--- config.mk ---
export PLATFORM = sky130hd
export DESIGN_NAME = fcok_top
export DESIGN_NICKNAME = d
export VERILOG_FILES = /design/src/verilog/fcok_pkg.sv /design/src/verilog/fcok_top.sv
export SDC_FILE = /design/constraint.sdc
export NUM_CORES = 1
export LEC_CHECK = 0
export ABC_AREA = 1
export ABC_CLOCK_PERIOD_IN_PS = 1800
export BUFFER_PORTS_ARGS = -buffer_cell sky130_fd_sc_hd__clkbuf_2
export CAP_MARGIN = 20
export CORE_AREA = 2 2 134 149
export CTS_CLUSTER_SIZE = 24
export DETAILED_ROUTE_END_ITERATION = 10
export DIE_AREA = 0 0 136 151
export GPL_TIMING_DRIVEN = 0
export MAX_ROUTING_LAYER = met4
export PLACE_DENSITY = 0.59
export SETUP_SLACK_MARGIN = 0.2
export SYNTH_ARGS = -nofsm -noshare
export SYNTH_HDL_FRONTEND = slang
export SYNTH_SLANG_ARGS = --single-unit
--- constraint.sdc ---
create_clock -name clk -period 1.8 [get_ports clk]
set_input_delay 0.45 -clock clk [delete_from_list [all_inputs] [get_ports clk]]
set_output_delay 0.45 -clock clk [all_outputs]
set_load 0.01 [all_outputs]
--- src/verilog/fcok_pkg.sv ---
// Package for the flash clock, option and key configuration block.
// Assumes a single bus clock domain and an Avalon-MM register slave.
`default_nettype none
package fcok_pkg;
    // ==========================================================
    // Register word offsets (byte addresses, one word each)
    localparam logic [3:0] FCOK_OFS_RATIO = 4'h0;
    localparam logic [3:0] FCOK_OFS_OPT = 4'h4;
    localparam logic [3:0] FCOK_OFS_CFG = 4'h8;
    localparam logic [3:0] FCOK_OFS_KEYCMP = 4'hC;
    // ==========================================================
    // Field positions
    localparam int FCOK_RATIO_LOADED_BIT = 7;
    localparam int FCOK_RATIO_PRESCALE_BIT = 6;
    localparam int FCOK_OPT_UNLOCK_BIT = 7;
    localparam int FCOK_OPT_REMAP_BIT = 6;
    localparam int FCOK_CFG_CMPSEL_BIT = 5;
    localparam int FCOK_KEYCMP_ERR_BIT = 1;
    // ==========================================================
    // Reset values and codes
    localparam logic [6:0] FCOK_RATIO_RST = 7'h00;
    localparam logic [1:0] FCOK_SEC_OPEN = 2'h2;
    localparam logic [2:0] FCOK_PRESCALE_LAST = 3'h7;
    localparam int FCOK_KEY_BYTES = 8;
    // ==========================================================
    // Option image fields
    typedef struct packed {
        logic backdoor_unlock_allow;
        logic vector_remap_off;
        logic [3:0] unused_bits;
        logic [1:0] protection_state_code;
    } fcok_opt_t;
    // Write path toward key locations
    typedef struct packed {
        logic valid;
        logic from_debug;
        logic [2:0] index;
        logic [7:0] data;
    } fcok_keywr_t;
endpackage : fcok_pkg
`default_nettype wire

--- src/verilog/fcok_top.sv ---
// Flash clock divider, option image and backdoor key logic.
// Assumes bus clock clk, synchronous active-low reset, Avalon-MM slave,
// option bytes and stored key presented by the flash array at reset.
//
// Contract
// Loaded flag read-only, cleared by reset, set by first divider write.
// Divider low seven bits always readable, written once after reset.
// Erase and program refused until loaded flag set.
// Prescale bit one feeds divider with bus clock over eight.
// Divider divides its input by ratio field plus one.
// Software keeps flash clock within 150 to 200 kHz.
// Timing pulse lasts one flash clock; operations count whole pulses.
// Option byte copied at reset; changes apply only after next reset.
// Backdoor disabled option bit forbids any key unlock.
// Key writes from debug commands never count as key values.
// Matching eight-byte ordered key drops security until reset.
// Remap-off option bit disables vector redirection when one.
// Only security code 1:0 means unsecured.
// While secured, unsecured sources are blocked from RAM and flash.
// Security code becomes 1:0 after key match or blank check pass.
// Compare-select zero routes key writes to command start.
// Compare-select one captures key writes as comparison values.
// Clearing compare-select compares captured key, unsecures on match.
// Firmware writes keys ascending, never on adjacent bus cycles.
// Erase or program before divider write sets error, command ignored.
// Software writes to option image have no effect.
`default_nettype none
module fcok_top #(
    parameter int RATIO_BITS = 6
) (
    input wire logic clk,
    input wire logic rst_b,
    // Avalon-MM slave
    input wire logic [3:0] avs_address,
    input wire logic avs_read,
    input wire logic avs_write,
    input wire logic [31:0] avs_writedata,
    input wire logic [3:0] avs_byteenable,
    output logic [31:0] avs_readdata,
    output logic avs_waitrequest,
    // Flash side
    input wire logic [7:0] option_source_byte,
    input wire logic [63:0] stored_unlock_code,
    input wire fcok_pkg::fcok_keywr_t key_write,
    input wire logic prog_erase_req,
    input wire logic blank_check_pass,
    input wire logic access_from_unsecured,
    output logic prog_erase_go,
    output logic command_start,
    output logic sequence_error_flag,
    output logic flash_tick,
    output logic vector_remap_off,
    output logic secured,
    output logic access_block
);
    // ==========================================================
    // Registers
    logic ratio_loaded_flag_reg;
    logic prescale_by_eight_reg;
    logic [RATIO_BITS-1:0] ratio_div_reg;
    fcok_pkg::fcok_opt_t opt_reg;
    logic opt_loaded_reg;
    logic compare_write_select_reg;
    logic [7:0] key_cap_reg [fcok_pkg::FCOK_KEY_BYTES];
    logic [2:0] key_next_idx_reg;
    logic key_order_ok_reg;
    logic key_order_err_reg;
    logic ack_reg;
    logic [2:0] pre_cnt_reg;
    logic [RATIO_BITS-1:0] div_cnt_reg;
    logic [63:0] key_flat;
    logic wr_ratio, wr_cfg, key_match, pre_tick;

    // ==========================================================
    // Bus decode; one wait state so read data comes from a flop
    // Writes land on the edge where waitrequest is low, when the master completes
    assign avs_waitrequest = (avs_read | avs_write) & ~ack_reg;
    assign wr_ratio = avs_write & ack_reg & avs_byteenable[0] & (avs_address == fcok_pkg::FCOK_OFS_RATIO);
    assign wr_cfg = avs_write & ack_reg & avs_byteenable[0] & (avs_address == fcok_pkg::FCOK_OFS_CFG);

    // Handshake toggle: answer on the cycle after a request appears
    always_ff @(posedge clk) begin
        if (!rst_b) ack_reg <= 1'b0;
        else ack_reg <= (avs_read | avs_write) & ~ack_reg;
    end

    // Read mux, unmapped offsets return zero
    always_ff @(posedge clk) begin
        if (!rst_b) begin
            avs_readdata <= 32'h0000_0000;
        end else if (avs_read & ~ack_reg) begin
            case (avs_address)
                fcok_pkg::FCOK_OFS_RATIO: avs_readdata <= {24'h00_0000, ratio_loaded_flag_reg,
                    prescale_by_eight_reg, 6'(ratio_div_reg)};
                fcok_pkg::FCOK_OFS_OPT: avs_readdata <= {24'h00_0000, opt_reg};
                fcok_pkg::FCOK_OFS_CFG: avs_readdata <= {26'h000_0000, compare_write_select_reg, 5'h00};
                fcok_pkg::FCOK_OFS_KEYCMP: avs_readdata <= {30'h0000_0000, key_order_err_reg, key_match};
                default: avs_readdata <= 32'h0000_0000;
            endcase
        end
    end

    // ==========================================================
    // Divider register: write once, flag set whatever the data
    always_ff @(posedge clk) begin
        if (!rst_b) begin
            ratio_loaded_flag_reg <= 1'b0;
            prescale_by_eight_reg <= fcok_pkg::FCOK_RATIO_RST[6];
            ratio_div_reg <= RATIO_BITS'(fcok_pkg::FCOK_RATIO_RST);
        end else if (wr_ratio && !ratio_loaded_flag_reg) begin
            ratio_loaded_flag_reg <= 1'b1;
            prescale_by_eight_reg <= avs_writedata[fcok_pkg::FCOK_RATIO_PRESCALE_BIT];
            ratio_div_reg <= avs_writedata[RATIO_BITS-1:0];
        end
    end

    // ==========================================================
    // Flash clock: optional divide by 8, then divide by ratio+1
    assign pre_tick = prescale_by_eight_reg ? (pre_cnt_reg == fcok_pkg::FCOK_PRESCALE_LAST) : 1'b1;

    always_ff @(posedge clk) begin
        if (!rst_b) pre_cnt_reg <= 3'h0;
        else pre_cnt_reg <= pre_cnt_reg + 3'h1;
    end

    // Tick is one bus cycle wide; sequencer counts ticks as pulses
    always_ff @(posedge clk) begin
        if (!rst_b) begin
            div_cnt_reg <= '0;
            flash_tick <= 1'b0;
        end else begin
            flash_tick <= 1'b0;
            if (pre_tick) begin
                if (div_cnt_reg >= ratio_div_reg) begin
                    div_cnt_reg <= '0;
                    flash_tick <= 1'b1;
                end else begin
                    div_cnt_reg <= div_cnt_reg + RATIO_BITS'(1);
                end
            end
        end
    end

    // ==========================================================
    // Erase/program gate; refused requests flag a sequence error
    always_ff @(posedge clk) begin
        if (!rst_b) begin
            prog_erase_go <= 1'b0;
            sequence_error_flag <= 1'b0;
        end else begin
            prog_erase_go <= prog_erase_req & ratio_loaded_flag_reg;
            sequence_error_flag <= prog_erase_req & ~ratio_loaded_flag_reg;
        end
    end

    // ==========================================================
    // Option image: copied once after reset, bus writes ignored
    // Copy is clocked after release so no port feeds the reset value
    always_ff @(posedge clk) begin
        if (!rst_b) begin
            opt_reg <= '0;
            opt_loaded_reg <= 1'b0;
        end else if (!opt_loaded_reg) begin
            opt_reg <= option_source_byte;
            opt_loaded_reg <= 1'b1;
        end else if ((key_match && wr_cfg && compare_write_select_reg
                && !avs_writedata[fcok_pkg::FCOK_CFG_CMPSEL_BIT]
                && opt_reg.backdoor_unlock_allow) || blank_check_pass) begin
            opt_reg.protection_state_code <= fcok_pkg::FCOK_SEC_OPEN;
        end
    end

    assign secured = !opt_loaded_reg || (opt_reg.protection_state_code != fcok_pkg::FCOK_SEC_OPEN);
    assign access_block = secured & access_from_unsecured;
    assign vector_remap_off = opt_reg.vector_remap_off;

    // ==========================================================
    // Configuration register
    always_ff @(posedge clk) begin
        if (!rst_b) compare_write_select_reg <= 1'b0;
        else if (wr_cfg) compare_write_select_reg <= avs_writedata[fcok_pkg::FCOK_CFG_CMPSEL_BIT];
    end

    // Key writes start a command unless compare-select is set
    always_ff @(posedge clk) begin
        if (!rst_b) command_start <= 1'b0;
        else command_start <= key_write.valid & ~compare_write_select_reg;
    end

    // ==========================================================
    // Key capture; order is checked, debug writes do not count
    always_ff @(posedge clk) begin
        if (!rst_b) begin
            key_next_idx_reg <= 3'h0;
            key_order_ok_reg <= 1'b0;
            key_order_err_reg <= 1'b0;
            for (int i = 0; i < fcok_pkg::FCOK_KEY_BYTES; i++) key_cap_reg[i] <= 8'h00;
        end else if (wr_cfg && avs_writedata[fcok_pkg::FCOK_CFG_CMPSEL_BIT] && !compare_write_select_reg) begin
            key_next_idx_reg <= 3'h0;
            key_order_ok_reg <= 1'b0;
            key_order_err_reg <= 1'b0;
        end else if (key_write.valid && compare_write_select_reg && !key_write.from_debug) begin
            key_cap_reg[key_write.index] <= key_write.data;
            key_next_idx_reg <= key_write.index + 3'h1;
            if (key_write.index != key_next_idx_reg) key_order_err_reg <= 1'b1;
            key_order_ok_reg <= (key_write.index == 3'h7) && !key_order_err_reg
                && (key_write.index == key_next_idx_reg);
        end
    end

    // Captured bytes flattened, first key byte in the top lane
    always_comb begin
        key_flat = 64'h0000_0000_0000_0000;
        for (int i = 0; i < fcok_pkg::FCOK_KEY_BYTES; i++) key_flat[63-8*i -: 8] = key_cap_reg[i];
    end
    assign key_match = key_order_ok_reg && (key_flat == stored_unlock_code);

endmodule : fcok_top
`default_nettype wire

== Word level (Yosys, flattened, before mapping) ==
Memory sizes are Yosys's and may differ from the RTL's.
Cells that the tools add are included.

* Register bits: 69
* Bits in writable memories: 64
* Input bits: 132
* Output and inout port bits: 40
* Word-level logic and storage cells: 90
* Memories kept: 1

* Add/subtract/negate cells: 3
* $lt $le $gt $ge: 1
* Eq/ne operators: 10
* Multiplexer cells: 15
* Bitwise operators: 15
* Reduce and logical (&&, ||, !) cells: 25

{| class="wikitable"
|+ Memory list
! memory !! depth !! bits a word !! read ports !! clocked after memory_dff !! write ports !! RTL line !! source
|-
| key_cap_reg || 8 || 8 || 8 || 0 || 8 || fcok_top.sv:64 || <nowiki>logic [7:0] key_cap_reg [fcok_pkg::FCOK_KEY_BYTES];</nowiki>
|}

{| class="wikitable"
|+ Operators with widths
! kind !! count
|-
| equality test 64 bit || 1
|-
| case mux 8 bit (4 select lines) || 1
|-
| logical AND 1 bit || 12
|-
| bitwise AND 1 bit || 10
|-
| two-way mux 1 bit || 9
|-
| equality test 4 bit (second input constant) || 2
|-
| two-way mux 8 bit || 1
|-
| OR reduction 8 bit || 1
|-
| adder 3 x 1 -> 3 bit (second input constant) || 2
|-
| adder 6 x 1 -> 6 bit (second input constant) || 1
|-
| equality test 3 bit (second input constant) || 2
|-
| greater-or-equal comparator 6 bit || 1
|-
| logical NOT 1 bit || 6
|-
| two-way mux 6 bit || 1
|-
| equality test 4 x 3 -> 1 bit (second input constant) || 1
|-
| logical NOT 4 bit || 1
|-
| two-way mux 2 bit || 2
|-
| inverter 1 bit || 4
|-
| AND reduction 2 bit || 2
|-
| equality test 3 bit || 1
|-
| two-way mux 3 bit || 1
|-
| inequality test 3 bit || 1
|-
| logical OR 1 bit || 2
|-
| inequality test 2 x 1 -> 1 bit (second input constant) || 1
|-
| other kinds (3) || 3
|}

== Longest topological paths before layout ==
Gate-level depths: netlist of the first run.

* Depth after elaboration: 10
* Gate-level depth with buffers: 12
* Gate-level depth less buffers: 12

== Worst setup path after synthesis of the first run ==
Ideal clock, no wire load.

* Path kind: input-to-reg
* Start point: input port key_write[11] in the netlist's numbering
* End point: memory key_cap_reg[1][0], enable pin
* Library setup time: 329 ps
* Arrival time: 1,447 ps
* Data required time: 1,471 ps
* Path slack: 24 ps
* Cell stages on the path: 5
* Buffers on the path: 0
* Path through: nor3_4 inv_2 nor3_4 nand2_4 nand2_1

{| class="wikitable"
|+ RTL lines
! item !! RTL line !! source
|-
| from (decl) || fcok_top.sv:44 || <nowiki>input wire fcok_pkg::fcok_keywr_t key_write,</nowiki>
|-
| to (decl) || fcok_top.sv:64 ||
|}

==> impl_metrics.toml, run 1 <==
[final_layout]
ff_latch_area_um2 = 2830
layout_commonest_cell = "nand2_1"
drive_gt1_frac = 0.268
nNetsFinal = 1025
area_growth_pct = 33.1
multiInputGateArea_um2 = 2530
fin_util = 0.395
stdcell_count = 1135
final_cell_area_um2 = 7500
nFillCells = 1948
final_cell_mix = "nand2_1 (147), nor2_1 (132), clkbuf_2 (119)"
largest_reg_flops = 64

[worst_setup_path]
cp.depth = 7
cp_top_family = "simple AND/OR/NAND/NOR gates"
slowest_delay_ps = 380
worstPathMaxFanout = 9
cp_slowest_cell = "dfxtp_4"
crit_chain = "inv_4 -> nor3_4 -> inv_4 -> nor3_4 -> buf_6 -> nand2_8 -> nand2_8"
criticalPathCategory = "reg -> reg"
crit_arrival_ps = 1670
startpoint_type = "flop"
rr_worst_depth = 7
required_ps = 1870
crit_buf_inv = 3
cp-end-kind = "flop"

[logic_synthesis]
synth-async-reset-ratio = 0
syn_inst = 707
ys.flop_type = "edfxtp_1"
ys_seq_elements = 109
yosysWarningCount = 0
synth_edf_count = 64
syn_avg_cell_area_um2 = 7.97
synth_cell_types = 32
synth-seq-area-share = 0.501
synth_area_um2 = 5630

[floorplanning]
dieArea_um2 = 20500
die_w_um = 136
die_h_um = 151
row_count = 53
io_pins = 172
core_um2 = 19000
initial_utilization = 0.297

[placed_design]
numPortBuffers = 119
gp_congestion = 0.807
dpl.hpwl_um = 10700
placed_area_um2 = 6660
dp_cells = 1096

[clock_tree]
h-tree-depth = 3
clockBufferDepth = 2
cts_hold_buf = 0
root_buffer = "clkbuf_16"
cts_tree = "yes"
clk_latency_ps = 350
cts.clk_slew.worst_paths_ps = 70
numCtsBuffers = 9
cts.sinks = 109

[global_route]
grt_pass1_vias = 4295
antenna_found_initial = 1
grt_use_total = 0.138
grt_overflow = 0
grt_pass1_wl_um = 20900
grt_max_degree = 20

[run]
drv_cap = 0

[hold_path]
worstHoldPathType = "in -> reg"
worstHoldPathCells = 1

[timing]
fmax_ghz = 0.624
drv_slew = 0
finalCriticalPeriod_ps = 1600
relSlewSlack = 0.631
setup_viol = 0
rsz0062_at_grt = "yes"
skew_ps = 10.5
tightest_slew_ps = 551
final-hold-violation-count = 0
finalCritPeriodShare = 0.890

[drt]
finalWirelength_um = 14100
dr.pass1.iters = 5
wl_per_cell_um = 12.4
antenna_left = 0
drt-initial-drc-count = 214
vias = 4759
remaining_drc_errors = 0
via_per_inst = 4.19

[pwr]
power.leakage_nw = 3.50
finalPower_w = 0.00569
ir_drop_mv = 0.591
power_density_nw_per_um2 = 759

[run_status]
outcome = "finished, final reports clean"
## worst paths after layout
kind,start,to,slack [ps]
setup / recovery,compare_write_select_reg$_SDFFE_PN0P_,key_cap_reg[5][7]$_SDFFCE_PN0P_,200
hold / removal,rst_b,opt_loaded_reg$_DFF_P_,260
setup reg to reg,compare_write_select_reg$_SDFFE_PN0P_,key_cap_reg[5][7]$_SDFFCE_PN0P_,200
hold reg to reg,pre_cnt_reg[0]$_SDFF_PN0_,pre_cnt_reg[0]$_SDFF_PN0_,400
## synthesized netlist by cell type, types with 2 or more instances
master | count | area share
buf_4 | 24 | 0.032
nor2_1 | 139 | 0.093
xor2_1 | 7 | 0.011
inv_2 | 2 | 0.0013
xnor2_1 | 18 | 0.028
inv_1 | 119 | 0.079
clkbuf_1 | 6 | 0.0040
nor3_1 | 10 | 0.0089
nand3_1 | 7 | 0.0062
nor3_4 | 2 | 0.0058
nand2_4 | 4 | 0.0080
o21ai_0 | 25 | 0.022
nand3_2 | 3 | 0.0053
ha_1 | 11 | 0.024
edfxtp_1 | 64 | 0.34
nand2_1 | 159 | 0.11
o22ai_1 | 3 | 0.0033
nand4_1 | 11 | 0.012
or2_2 | 3 | 0.0033
and2_1 | 2 | 0.0022
dfxtp_1 | 45 | 0.16
a21oi_1 | 31 | 0.028
o211ai_1 | 3 | 0.0040
## where the power goes
group          internal, W  total [W]  switching [W]
Sequential         0.00270    0.00274      0.0000362
Combinational     0.000251   0.000594       0.000343
Clock              0.00139    0.00235       0.000969
## cell families (layout without fill, tap and decap cells)
family,count (synthesis),count (layout),synth area share
compound gates,66,66,0.0631
buf+inv,152,308,0.117
fa+ha+maj,11,11,0.0244
simple gates,343,344,0.255
xor+xnor,25,25,0.0389
flops,109,109,0.501
other cells,1,25,0.000666
## timing repair
action,4_1_cts,5_1_grt
gates cloned,0,1
resized for setup,42,33
pin swaps,6,18
endpoints found under the setup margin,134,76
setup buffers,5,16
## layout make-up
type / count / share of cell area
timing repair buffer: 140 / 0.104
clock inverter: 7 / 0.0172
buffer: 30 / 0.0294
clock buffer: 9 / 0.0300
antenna: 1 / 0.000334
sequential: 109 / 0.377
multi-input combinational: 470 / 0.338
inverter: 122 / 0.0626
tap: 247 / 0.0412
## metrics by stage
stage	setup slack, ps	TNS, ps	hold WS [ps]
detailed placement	-367	-20480	410
global route	77.1	0	256
CTS	163	0	221
floorplan	99.3	0	398
finish	197	0	264
global placement	-361	-19460	408
## metal layers
layer | up-vias | wire length (um) | part of all wire | global-route usage
met4 | 0 | 269 | 0.019 | 0.0521
met3 | 21 | 987 | 0.070 | 0.0264
li1 | 2515 | - | - | -
met5 | - | 0 | 0 | -
met1 | 2059 | 6270 | 0.44 | 0.166
met2 | 164 | 6560 | 0.47 | 0.230
(Power assumes the default switching activity.)
==> run 2, diff against run 1 <==
- GPL_TIMING_DRIVEN: 0 -> 1
- SKIP_CTS_REPAIR_TIMING: default -> 1
==> run 2 against run 1 <==
Effect of this change:
- register-to-register slack hardly changed
- critical path depth is 1 higher
- combinational power is 8.1% lower
- utilization is 1.7 points lower
- critical endpoint is now div_cnt_reg[1]$_SDFFE_PN0N_
- largest power group unchanged
==> impl_metrics.toml, run 2 (synthesized netlist as in run 1, its figures left out) <==
[worst_setup_path]
crit_buf_inv = 1
worst_r2r_endpoint = "div_cnt_reg[1]$_SDFFE_PN0N_"
setup.worst_path.start = "div_cnt_reg[1]$_SDFFE_PN0N_"
startpoint_type = "flop"
required_ps = 2070
cp_slowest_cell = "dfxtp_4"
worstPathMaxFanout = 5
cp-end-kind = "flop"
r2r_start = "div_cnt_reg[1]$_SDFFE_PN0N_"
slowest_delay_ps = 360
r2r_slack_ps = 200
cp_top_family = "compound AO/OA/AOI/OAI gates"
criticalPathCategory = "reg -> reg"
crit_arrival_ps = 1870
rr_worst_depth = 8
crit_chain = "ha_4 -> inv_2 -> nor2_2 -> o211ai_1 -> o2111ai_2 -> nand2_1 -> nand2_2 -> a211oi_2"

[timing]
drv_slew = 0
finalCriticalPeriod_ps = 1600
skew_ps = 7.12
setup_ws_ps = 201
final-hold-violation-count = 0
finalCritPeriodShare = 0.888
fmax_ghz = 0.625
hold_slack_ps = 343
rsz0062_at_grt = "yes"
setup_viol = 0

[drt]
dr.pass1.iters = 4
drt-initial-drc-count = 193
wl_per_cell_um = 12.3
via_per_inst = 4.18
vias = 4658
remaining_drc_errors = 0
antenna_left = 0
finalWirelength_um = 13700

[clock_tree]
cts.clk_slew.worst_paths_ps = 80
cts_tree = "yes"
root_buffer = "clkbuf_16"
clockBufferDepth = 2
clk_latency_ps = 350
numCtsBuffers = 9
cts.sinks = 109
h-tree-depth = 3

[pwr]
power_density_nw_per_um2 = 743
ir_drop_mv = 0.425
power.leakage_nw = 3.40

[placed_design]
numPortBuffers = 119
gp_congestion = 0.828
dpl.hpwl_um = 10400
post-place-ws_ps = -13.8

[hold_path]
whs_endpoint = "opt_reg[2]$_SDFFE_PN0N_"
worstHoldPathCells = 3
min_from = "option_source_byte[2]"
worstHoldPathType = "in -> reg"

[global_route]
antenna_found_initial = 1
grt_use_total = 0.136
grt_pass1_wl_um = 20500
grt_max_degree = 30
grt_overflow = 0
grt_pass1_vias = 4120

[final_layout]
largest_reg_flops = 64
area_growth_pct = 27.3
final_cell_mix = "nand2_1 (148), nor2_1 (134), clkbuf_2 (119)"
layout_commonest_cell = "nand2_1"
nFillCells = 1951
nNetsFinal = 1004
drive_gt1_frac = 0.255

[floorplanning]
initial_utilization = 0.297
io_pins = 172
die_h_um = 151
row_count = 53
core_um2 = 19000
die_w_um = 136
dieArea_um2 = 20500

[run_status]
outcome = "finished, final reports clean"

[run]
drv_cap = 0
run 2: metal layers:
| layer | global-route usage | up-vias | wire (um) |
|---|---|---|---|
| met2 | 0.222 | 132 | 6460 |
| met5 | - | - | 0 |
| met3 | 0.0268 | 10 | 801 |
| li1 | - | 2471 | - |
| met1 | 0.167 | 2045 | 6230 |
| met4 | 0.0516 | 0 | 194 |
run 2: final cells by class:
cell class              instances  area (um^2)  share of cell area
diodes                          1         2.50            0.000349
clock buffers                   9          225              0.0314
clock inverters                 7         77.6              0.0108
inverters                     122          460              0.0642
multi-input cells             469         2390               0.334
flip-flops and latches        109         2840               0.396
well taps                     247          309              0.0431
repair buffers                150          866               0.121
run 2: worst register-to-register path: stages, from the launching register on:
cell       delay [ps]
dfxtp_4           360
ha_4              240
inv_2              50
nor2_2             30
o211ai_1          230
o2111ai_2         180
nand2_1           130
nand2_2           110
a211oi_2          200
run 2: how the worst max path moves through the flow:
stage | endpoint | slack [ps] | cells past startpoint
final | div_cnt_reg[1]$_SDFFE_PN0N_ | 200 | 8
after global placement | avs_readdata[0]$_SDFFE_PN0P_ | -5 | 12
after CTS | key_cap_reg[6][7]$_SDFFCE_PN0P_ | 110 | 6
after global routing | div_cnt_reg[1]$_SDFFE_PN0N_ | 80 | 9
after floorplan | key_cap_reg[1][0]$_SDFFCE_PN0P_ | 100 | 5
after detailed placement | avs_readdata[0]$_SDFFE_PN0P_ | -10 | 12
run 2: stage by stage:
stage	util	std cells	TNS, ps	instance area [um^2]	total power [W]
CTS	0.369	1110	0	7000	0.00537
global placement	0.353	1094	-4.81	6700	0.00333
global route	0.378	1114	0	7170	0.00555
floorplan	-	730	0	5750	0.00312
detailed placement	0.353	1094	-18.1	6700	0.00334
finish	0.378	1114	0	7170	0.00533
run 2: where the power goes:
part	internal (W)	total, W	leakage, nW	switching (W)
logic	0.000224	0.000546	2.22	0.000322
registers	0.00270	0.00274	1.03	0.0000364
clock network	0.00110	0.00204	0.147	0.000947
total	0.00402	0.00533	3.40	0.00130
